--- config.mk ---
export PLATFORM = sky130hd
export DESIGN_NAME = sem_host
export DESIGN_NICKNAME = d
export VERILOG_FILES = /design/src/hdl/sem_host_pkg.sv /design/src/hdl/sem_host.sv
export SDC_FILE = /design/constraint.sdc
export NUM_CORES = 1
export LEC_CHECK = 0
export BUFFER_PORTS_ARGS = -buffer_cell sky130_fd_sc_hd__buf_2
export CELL_PAD_IN_SITES_DETAIL_PLACEMENT = 1
export CELL_PAD_IN_SITES_GLOBAL_PLACEMENT = 2
export CORE_MARGIN = 2
export CORE_UTILIZATION = 39
export CTS_CLUSTER_DIAMETER = 30
export DETAILED_ROUTE_END_ITERATION = 8
export PLACE_DENSITY = 0.84
export SYNTH_ARGS = -nofsm -noshare
export SYNTH_HDL_FRONTEND = slang
export SYNTH_SLANG_ARGS = --single-unit
--- constraint.sdc ---
create_clock -name CLK -period 10.9 [get_ports CLK]
set_input_delay 1.635 -clock CLK [delete_from_list [all_inputs] [get_ports CLK]]
set_output_delay 1.635 -clock CLK [all_outputs]
set_load 0.05 [all_outputs]
--- src/hdl/sem_host_pkg.sv ---
// Contract
// - slave system holds both busy pins high
// - depth cascade ANDs busy outputs externally
// - width cascade uses exactly one master
// - address and select settle before write pulse
// - flag select low, normal memory signalling
// - write zero requests, write one releases
// - poller drops select or enable between reads
// - requester writes, reads back, then decides
package sem_host_pkg;
  // ============================================================
  // register map
  localparam logic [11:0] REG_CMD = 12'h000;
  localparam logic [11:0] REG_STATUS = 12'h004;
  localparam logic [11:0] REG_RDATA = 12'h008;
  localparam logic [11:0] REG_CFG = 12'h00C;
  // cmd fields
  localparam int CMD_GO = 31;
  localparam int CMD_KIND_LSB = 28;
  localparam int CMD_SEM_LSB = 24;
  localparam int CMD_ADDR_LSB = 8;
  localparam int CMD_DATA_LSB = 0;
  // cfg fields
  localparam int CFG_MASTER = 0;
  localparam int CFG_POLLMAX_LSB = 8;
  localparam logic [31:0] CFG_RESET = 32'h0000_1001;
  // ============================================================
  // timing
  localparam int CLK_MHZ = 100;
  localparam int SETTLE_NS = 30;
  localparam int PULSE_NS = 40;
  localparam int SETTLE_CYC = (SETTLE_NS * CLK_MHZ + 999) / 1000;
  localparam int PULSE_CYC = (PULSE_NS * CLK_MHZ + 999) / 1000;
  localparam logic [7:0] SETTLE_CNT = 8'(SETTLE_CYC);
  localparam logic [7:0] PULSE_CNT = 8'(PULSE_CYC);
  localparam logic [2:0] SEM_ADDR_MASK = 3'h7;

  typedef enum logic [2:0] {
    OP_MEM_RD = 3'h0,
    OP_MEM_WR = 3'h1,
    OP_SEM_RD = 3'h2,
    OP_SEM_REL = 3'h3,
    OP_SEM_TAKE = 3'h4,
    OP_SEM_INIT = 3'h5
  } op_t;

  typedef enum logic [5:0] {
    ST_IDLE = 6'b000001,
    ST_SETUP = 6'b000010,
    ST_WRITE = 6'b000100,
    ST_READ = 6'b001000,
    ST_GAP = 6'b010000,
    ST_DONE = 6'b100000
  } state_t;

  typedef struct packed {
    logic ce_n;
    logic flag_space_select_n;
    logic oe_n;
    logic rw_n;
    logic [12:0] addr;
  } port_ctl_t;
endpackage : sem_host_pkg

--- src/hdl/sem_host.sv ---
`timescale 1ns/1ns
`default_nettype none
module sem_host
  import sem_host_pkg::*;
#(
  parameter int AW = 13,
  parameter int DW = 8
) (
  input wire logic CLK,
  input wire logic RST,
  input wire logic PSEL,
  input wire logic PENABLE,
  input wire logic PWRITE,
  input wire logic [11:0] PADDR,
  input wire logic [31:0] PWDATA,
  output logic [31:0] PRDATA,
  output logic PREADY,
  output logic PSLVERR,
  output port_ctl_t PORT_CTL,
  output logic [DW-1:0] DQ_O,
  output logic DQ_OE_N,
  input wire logic [DW-1:0] DQ_I,
  output logic ROLE_MASTER,
  output logic BUSY_O,
  output logic BUSY_OE_N,
  input wire logic BUSY_I_N
);
  // ============================================================
  // registers
  state_t state, next_state;
  port_ctl_t ctl, next_ctl;
  logic [DW-1:0] dout, next_dout;
  logic dq_oe_n, next_dq_oe_n;
  logic [DW-1:0] rdata, next_rdata;
  logic [31:0] cmd, next_cmd;
  logic [31:0] cfg, next_cfg;
  logic [7:0] cnt, next_cnt;
  logic [7:0] polls, next_polls;
  logic [2:0] step, next_step;
  logic busy, next_busy;
  logic owned, next_owned;
  logic failed, next_failed;
  logic busy_seen, next_busy_seen;
  logic done_evt, next_done_evt;

  op_t op;
  logic [2:0] sem_idx;
  logic wr_en;
  logic rd_en;

  assign op = op_t'(cmd[CMD_KIND_LSB +: 3]);
  assign sem_idx = cmd[CMD_SEM_LSB +: 3] & SEM_ADDR_MASK;
  assign wr_en = PSEL && PENABLE && PWRITE;
  assign rd_en = PSEL && PENABLE && !PWRITE;

  // ============================================================
  // apb slave: zero wait states
  assign PREADY = 1'b1;
  assign PSLVERR = 1'b0;
  always_comb begin
    case (PADDR)
      REG_CMD: PRDATA = cmd;
      REG_STATUS: PRDATA = {26'h0, done_evt, busy_seen, failed, owned,
                            1'b0, busy};
      REG_RDATA: PRDATA = {{(32-DW){1'b0}}, rdata};
      REG_CFG: PRDATA = cfg;
      default: PRDATA = 32'h0000_0000;
    endcase
  end

  // ============================================================
  // pins
  assign PORT_CTL = ctl;
  assign DQ_O = dout;
  assign DQ_OE_N = dq_oe_n;
  assign ROLE_MASTER = cfg[CFG_MASTER];
  // host never drives busy; slave systems keep it high
  assign BUSY_O = 1'b1;
  assign BUSY_OE_N = 1'b1;

  // ============================================================
  // sequencer
  always_comb begin
    next_state = state;
    next_ctl = ctl;
    next_dout = dout;
    next_dq_oe_n = dq_oe_n;
    next_rdata = rdata;
    next_cmd = cmd;
    next_cfg = cfg;
    next_cnt = cnt;
    next_polls = polls;
    next_step = step;
    next_busy = busy;
    next_owned = owned;
    next_failed = failed;
    next_busy_seen = busy_seen;
    next_done_evt = done_evt;
    if (rd_en && PADDR == REG_STATUS) begin
      next_done_evt = 1'b0;
      next_busy_seen = 1'b0;
    end
    if (wr_en && PADDR == REG_CFG) begin
      next_cfg = PWDATA;
    end
    case (state)
      ST_IDLE: begin
        next_ctl.ce_n = 1'b1;
        next_ctl.flag_space_select_n = 1'b1;
        next_ctl.oe_n = 1'b1;
        next_ctl.rw_n = 1'b1;
        next_dq_oe_n = 1'b1;
        if (wr_en && PADDR == REG_CMD && PWDATA[CMD_GO]) begin
          next_cmd = PWDATA;
          next_busy = 1'b1;
          next_failed = 1'b0;
          next_polls = 8'h00;
          next_step = 3'h0;
          next_state = ST_SETUP;
        end
      end
      ST_SETUP: begin
        next_cnt = SETTLE_CNT;
        next_ctl.rw_n = 1'b1;
        next_ctl.oe_n = 1'b1;
        if (op == OP_MEM_RD || op == OP_MEM_WR) begin
          next_ctl.ce_n = 1'b0;
          next_ctl.addr = cmd[CMD_ADDR_LSB +: AW];
        end else begin
          next_ctl.flag_space_select_n = 1'b0;
          next_ctl.addr = {{(AW-3){1'b0}}, sem_idx};
        end
        // take: write 0 then read back; release: write 1; init: 1
        if (op == OP_MEM_WR) begin
          next_dout = cmd[CMD_DATA_LSB +: DW];
          next_state = ST_WRITE;
        end else if (op == OP_SEM_TAKE && step == 3'h0) begin
          next_dout = {DW{1'b0}};
          next_state = ST_WRITE;
        end else if ((op == OP_SEM_REL || op == OP_SEM_INIT)
                     && step == 3'h0) begin
          next_dout = {{(DW-1){1'b0}}, 1'b1};
          next_state = ST_WRITE;
        end else begin
          next_state = ST_READ;
        end
      end
      ST_WRITE: begin
        if (step == 3'h0) begin
          // address settles before the write strobe
          if (cnt > 8'h01) begin
            next_cnt = cnt - 8'h01;
          end else begin
            next_ctl.rw_n = 1'b0;
            next_dq_oe_n = 1'b0;
            next_cnt = PULSE_CNT - 8'h01;
            next_step = 3'h1;
          end
        end else begin
          // busy input is the ANDed busy of the whole array
          if (!BUSY_I_N) begin
            next_busy_seen = 1'b1;
          end
          if (cnt != 8'h00) begin
            next_cnt = cnt - 8'h01;
          end else begin
            next_ctl.rw_n = 1'b1;
            next_dq_oe_n = 1'b1;
            next_state = ST_GAP;
          end
        end
      end
      ST_READ: begin
        next_ctl.oe_n = 1'b0;
        if (cnt != 8'h00) begin
          next_cnt = cnt - 8'h01;
        end else begin
          next_rdata = DQ_I;
          next_state = ST_GAP;
          if (op == OP_SEM_TAKE || op == OP_SEM_RD) begin
            next_owned = !DQ_I[0];
          end
        end
      end
      ST_GAP: begin
        // drop select and enable so the next read recaptures
        next_ctl.oe_n = 1'b1;
        next_ctl.ce_n = 1'b1;
        next_ctl.flag_space_select_n = 1'b1;
        next_state = ST_DONE;
        if (op == OP_SEM_TAKE && step == 3'h1) begin
          next_step = 3'h2;
          next_state = ST_SETUP;
        end else if (op == OP_SEM_TAKE && step == 3'h2 && !owned) begin
          if (polls < cfg[CFG_POLLMAX_LSB +: 8]) begin
            next_polls = polls + 8'h01;
            next_state = ST_SETUP;
          end else begin
            // withdraw the pending request
            next_failed = 1'b1;
            next_step = 3'h0;
            next_cmd[CMD_KIND_LSB +: 3] = OP_SEM_REL;
            next_state = ST_SETUP;
          end
        end else if (op == OP_SEM_INIT && step == 3'h1
                     && sem_idx != 3'h7) begin
          next_cmd[CMD_SEM_LSB +: 3] = sem_idx + 3'h1;
          next_step = 3'h0;
          next_state = ST_SETUP;
        end
      end
      ST_DONE: begin
        if (op == OP_SEM_REL || op == OP_SEM_INIT) begin
          next_owned = 1'b0;
        end
        next_busy = 1'b0;
        next_done_evt = 1'b1;
        next_cmd[CMD_GO] = 1'b0;
        next_state = ST_IDLE;
      end
      default: begin
        next_state = ST_IDLE;
      end
    endcase
  end

  always_ff @(posedge CLK or posedge RST) begin
    if (RST) begin
      state <= ST_IDLE;
      ctl <= '{ce_n: 1'b1, flag_space_select_n: 1'b1, oe_n: 1'b1,
               rw_n: 1'b1, addr: 13'h0000};
      dout <= '0;
      dq_oe_n <= 1'b1;
      rdata <= '0;
      cmd <= 32'h0000_0000;
      cfg <= CFG_RESET;
      cnt <= 8'h00;
      polls <= 8'h00;
      step <= 3'h0;
      busy <= 1'b0;
      owned <= 1'b0;
      failed <= 1'b0;
      busy_seen <= 1'b0;
      done_evt <= 1'b0;
    end else begin
      state <= next_state;
      ctl <= next_ctl;
      dout <= next_dout;
      dq_oe_n <= next_dq_oe_n;
      rdata <= next_rdata;
      cmd <= next_cmd;
      cfg <= next_cfg;
      cnt <= next_cnt;
      polls <= next_polls;
      step <= next_step;
      busy <= next_busy;
      owned <= next_owned;
      failed <= next_failed;
      busy_seen <= next_busy_seen;
      done_evt <= next_done_evt;
    end
  end
endmodule : sem_host
`default_nettype wire

==> results of run 1 <==
-- path summary, 6_finish.rpt --
path	from	end	depth (start not counted)
max in group asynchronous	RST	cmd[5]$_DFFE_PP0P_	3
min in group asynchronous	RST	cmd[18]$_DFFE_PP0P_	2
setup reg to reg	state[3]$_DFFE_PP0P_	cmd[27]$_DFFE_PP0P_	4
setup / recovery	PADDR[1]	PRDATA[18]	7
hold / removal	PORT_CTL[5]$_DFFE_PP0P_	PORT_CTL[5]$_DFFE_PP0P_	2
hold reg to reg	PORT_CTL[5]$_DFFE_PP0P_	PORT_CTL[5]$_DFFE_PP0P_	2
-- power by group through the flow --
stage / Clock [W] / Combinational (W) / Sequential (W)
floorplan: 0 / 0.000158 / 0.000553
global placement: 0 / 0.000218 / 0.000554
detailed placement: 0 / 0.000225 / 0.000558
CTS: 0.000619 / 0.000229 / 0.000551
global route: 0.000644 / 0.000253 / 0.000558
finish: 0.000608 / 0.000226 / 0.000552
-- critical path: stages --
cell	delay (ps)
buf_2	100
nor4_1	280
nand3_1	130
buf_4	220
nor2_2	860
a22o_1	280
buf_2	260
-- metrics by stage --
| stage | hold slack (ps) | total power (W) | cell area [um2] | cells | setup WS (ps) |
|---|---|---|---|---|---|
| 2_1_floorplan | 453 | 0.000712 | 6510 | 570 | 5890 |
| 3_3_place_gp | 463 | 0.000772 | 7250 | 878 | 5650 |
| 3_5_place_dp | 474 | 0.000783 | 7250 | 878 | 5490 |
| 4_1_cts | 487 | 0.00140 | 7880 | 910 | 5500 |
| 5_1_grt | 507 | 0.00145 | 7880 | 910 | 5320 |
| 6_report | 481 | 0.00139 | 7880 | 910 | 5490 |
-- flip-flops by register name, indices dropped and copies added (netlist names), 2 cells and up --
| name | cells |
|---|---|
| step | 2 |
| polls | 8 |
| rdata | 8 |
| PORT_CTL | 17 |
| DQ_O | 8 |
| state | 6 |
| cmd | 32 |
| cfg | 32 |
| cnt | 8 |
-- cells in the final DEF (no fill, tap or decap), types with 14 or more instances in the layout --
cell       count
dfrtp_1      119
buf_2        116
mux2_1        50
nand2_1       48
a22o_1        27
nor2_1        27
mux2_4        24
inv_1         18
clkbuf_16     17
a21oi_1       14
-- metal layers --
metal	routed length (um)	part of all wire
met5	0	0
met4	300	0.017
met3	674	0.037
met2	8950	0.50
met1	8120	0.45
-- cell families (layout without fill, tap and decap cells) --
logic type               after synthesis  in the layout  synth area share
XOR/XNOR                              10             10            0.0135
AO/OA/AOI/OAI                        116            116             0.129
other                                  2              4           0.00115
adder cells (fa/ha/maj)               13             13            0.0250
multiplexers                          85             85             0.168
buffers and inverters                 54            174            0.0392
AND/OR/NAND/NOR                      161            161             0.134
flip-flops                           127            127             0.490
-- final cells by class --
| type | count | area share |
|---|---|---|
| clock buffers | 22 | 0.0602 |
| clock inverters | 10 | 0.0203 |
| inverters | 19 | 0.00937 |
| multi-input cells | 389 | 0.390 |
| flip-flops and latches | 127 | 0.404 |
| well taps | 220 | 0.0349 |
| repair buffers | 123 | 0.0803 |
==> run summary, run 1 <==
Die ar.: 17700 um2
clock root buffer: clkbuf_16
Max-cap violations: 0
Seq cells post-synth: 127
TritonCTS clock tree: built
CTS sink cnt: 127
period utilization: 0.497
router iterations before antenna repair: 4
leakage: 3.96 nW
row count: 47
CTS Hold Bufs: 0
Switching Share: 0.285
sequential power share: 0.398
GR Util All Layers: 0.212
Die Y: 133 um
residual DRC count: 0
TritonCTS Buffers: 17
Max Freq: 185 MHz
RSZ-0062 raised after global routing: false
Initial Util: 0.395
Slew HR: 0.269
cell-internal power: 0.000991 W
Sequential cell area: 3190 um2
DRT iter0 DRCs: 221
DR WL/cell: 19.8 um
met3 GRT Util: 0.0411
Die W: 133 um
layout cell share with drive strength beyond 1: 0.291
Syn Inst Count: 568
clk slew on worst S/H paths: 50 ps
Comb power frac: 0.163
Min-Delay Path Class: reg -> reg
# H-tree levels: 4
antenna cells: 0
Synth area leaders: dfrtp_1 46%, mux2_1 8.7%, mux2_4 5.5%
ys async rst share: 1.00
area growth from synthesis to layout: 21.2%
CTS Buffer Depth: 2
met1 global-route usage: 0.284
HPWL Detailed: 12700 um
gr busiest metal: met2
clock network power share: 0.439
Routed Antenna Nets: 0
cell area after synthesis: 6500 um2
Synth area leader: dfrtp_1
met2 usage: 0.350
Vias/cell: 5.44
synth warn: 0
Pwr Density: 176 nW/um2
sw power: 0.000396 W
largest net degree at the start of global routing: 67
drt total wl: 18000 um
Nets: 748
Pins Over Slew Limit: 0
VDD IR-drop max: 0.116 mV
post-synthesis sequential area ratio: 0.490
final core utilization: 0.479
setup TNS: 0 ps
first-pass GRT wire length: 29300 um
Data required, critical path: 9270 ps
outcome: complete, no violations
CP Capture Type: output port
top post-synthesis cells by count: 119 x dfrtp_1, 50 x mux2_1, 48 x nand2_1
measured slew at the worst slew-check pin: 1100 ps
global route overflow: 0
post-layout min period: 5410 ps
reg-to-reg slack, setup: 8240 ps
EDFF count, synth: 0
Worst Setup Path Type: in -> out
total core area: 16500 um2
most frequent cell after synthesis: dfrtp_1
area share of the largest cell type after synthesis: 0.458
Ports: 121
CP Launch Type: primary input
initial antenna violation count: 0
vias: 4953
Post-CTS Setup Repair Bufs: 0
Final Hold Viols: 0
vias in the first global route: 5293
IO Port Bufs: 116
Distinct cells, synth: 60
gpl congestion: 0.839
top fanout value on the critical path: 25
Post-CTS Resized: 0
Worst EP arrival: 3780 ps
Main synth FF type: dfrtp_1
clock latency on the worst-skew pair: 420 ps
fill cell count: 1808
final clock skew: 10.2 ps
area of the multi-input gates: 3080 um2
Setup violations, final: 0
syn avg cell area: 11.5 um2
(Power assumes the default switching activity.)
==> run 2, diff against run 1 <==
- CORE_UTILIZATION: 39 -> 33
- PLACE_DENSITY: 0.84 -> 0.75
- clock period: 10.9 -> 4.6 ns (I/O delays scaled with it)
==> run summary, run 2 (synthesis gave the netlist of run 1 again) <==
# H-tree levels: 4 (unchanged)
Max Freq: 310 MHz
Pins Over Slew Limit: 0 (unchanged)
global route overflow: 0 (unchanged)
largest net degree at the start of global routing: 68 (+1.5%)
Post-CTS Resized: 0 (unchanged)
top fanout value on the critical path: 19 (-24%)
Min-Delay Path Class: in -> async
GR Util All Layers: 0.183 (-0.0289)
fill cell count: 2164 (+20%)
TritonCTS clock tree: built
Die W: 144 um (+8.4%)
router iterations before antenna repair: 5 (+1)
CP Capture Type: output port
R2R Path Start: state[3]$_DFFE_PP0P_
Worst EP arrival: 2540 ps (-1240 ps)
post-route cell area: 7880 um2 (about the same)
R2R cell count: 4 (unchanged)
Data required, critical path: 3910 ps (-5360 ps)
measured slew at the worst slew-check pin: 1060 ps (-35.6 ps)
VDD IR-drop max: 0.232 mV (+100%)
period utilization: 0.702
clock latency on the worst-skew pair: 420 ps (about the same)
Post-CTS Setup Repair Bufs: 0 (unchanged)
commonest cells after routing, fill and taps aside: 119 x dfrtp_1, 116 x buf_2, 50 x mux2_1, 48 x nand2_1
worst flop-to-flop path endpoint: cmd[27]$_DFFE_PP0P_
IO Port Bufs: 116 (unchanged)
Die ar.: 20900 um2 (+18%)
total core area: 19400 um2 (+18%)
Routed Antenna Nets: 0 (unchanged)
Nets: 749 (+0.13%)
Setup violations, final: 0 (unchanged)
vias in the first global route: 5257 (-0.68%)
CTS Buffer Depth: 2 (unchanged)
commonest non-fill, non-tap cell in the layout: dfrtp_1
drt total wl: 18100 um (+0.33%)
leakage: 3.93 nW (-0.79%)
CP Launch Type: primary input
Slew HR: 0.293 (+0.0245)
setup TNS: 0 ps (unchanged)
RSZ-0062 raised after global routing: false
antenna cells: 0 (unchanged)
Ports: 121 (unchanged)
layout cell share with drive strength beyond 1: 0.295 (+0.00392)
Max-cap violations: 0 (unchanged)
Final Hold Viols: 0 (unchanged)
DR WL/cell: 18.9 um (-4.5%)
Worst Setup Path Type: in -> out
residual DRC count: 0 (unchanged)
first-pass GRT wire length: 29100 um (-0.38%)
area growth from synthesis to layout: 21.1% (about the same)
vias: 4878 (-1.5%)
Vias/cell: 5.10 (-6.3%)
DP Area: 7320 um2 (+1.1%)
final clock skew: 6.43 ps (-3.81 ps)
reg-to-reg slack, setup: 1910 ps (-6330 ps)
CTS sink cnt: 127 (unchanged)
post-layout min period: 3230 ps
Pwr Density: 394 nW/um2 (+120%)
gpl congestion: 0.801 (-4.4%)
TritonCTS Buffers: 17 (unchanged)
initial antenna violation count: 0 (unchanged)
clock root buffer: clkbuf_16
outcome: complete, no violations
Initial Util: 0.335 (-0.0597)
Die Y: 144 um (+8.4%)
DRT iter0 DRCs: 230 (+4.1%)
row count: 51 (+8.5%)
CTS Hold Bufs: 0 (unchanged)
clk slew on worst S/H paths: 60 ps (about the same)
HPWL Detailed: 13100 um (+3.0%)
==> run 2: cell types whose count changed in the layout (fill, tap and decap cells not counted), sizes merged <==
cell	change
buf	+1
bufinv	-4
clkbuf	-2
clkinv	+2
clkinvlp	+2
inv	+2
==> run 2: per-stage QoR <==
stage                     hold slack (ps)  total power, W  setup slack (ps)   util  std cells
final                                 414         0.00310              1370  0.406        956
after global routing                  480         0.00327              1250  0.406        956
after CTS                             461         0.00314              1390  0.406        956
after detailed placement              474         0.00187              1190  0.378        924
after global placement                456         0.00184              1300  0.378        924
after floorplan                       453         0.00169               539      -        570
==> run 2: power breakdown <==
part	switching (W)	leakage (nW)	total, W	internal [W]
Sequential	0.0000998	1.68	0.00130	0.00120
Combinational	0.000347	1.98	0.000542	0.000195
Clock	0.000523	0.269	0.00126	0.000732
Total	0.000969	3.93	0.00310	0.00213
==> run 2: worst max-delay path: stages <==
cell and delay (ps):
buf_2 100, nor4_1 300, nand3_1 120, buf_4 220, nor2_2 270, buf_4 330
a22o_1 230, buf_2 270
==> run 2: worst max path at each step <==
stage,slack [ps],cells past startpoint,start,to
after floorplan,540,1,RST,DQ_O[0]$_DFFE_PP0P_
after global placement,1300,9,PADDR[7],cfg[13]$_DFFE_PP0P_
after global routing,1250,8,PADDR[7],PRDATA[12]
after CTS,1390,8,PADDR[7],PRDATA[13]
after detailed placement,1190,9,PADDR[7],cfg[13]$_DFFE_PP0P_
final,1370,8,PADDR[7],PRDATA[13]
==> run 2: final cells by class <==
class | instances | area (um2) | area share
Sequential cell | 127 | 3190 | 0.405
Multi-Input combinational cell | 389 | 3080 | 0.391
Timing Repair Buffer | 124 | 653 | 0.0829
Clock buffer | 20 | 467 | 0.0592
Tap cell | 265 | 332 | 0.0421
Clock inverter | 12 | 86.3 | 0.0110
Inverter | 19 | 73.8 | 0.00937
==> run 2: routing by layer <==
layer	global-route usage	up-vias	wire length (um)
li1	-	2288	-
met1	0.251	2501	8630
met2	0.290	71	8690
met3	0.0374	18	461
met4	0.0623	0	317
met5	0	-	0
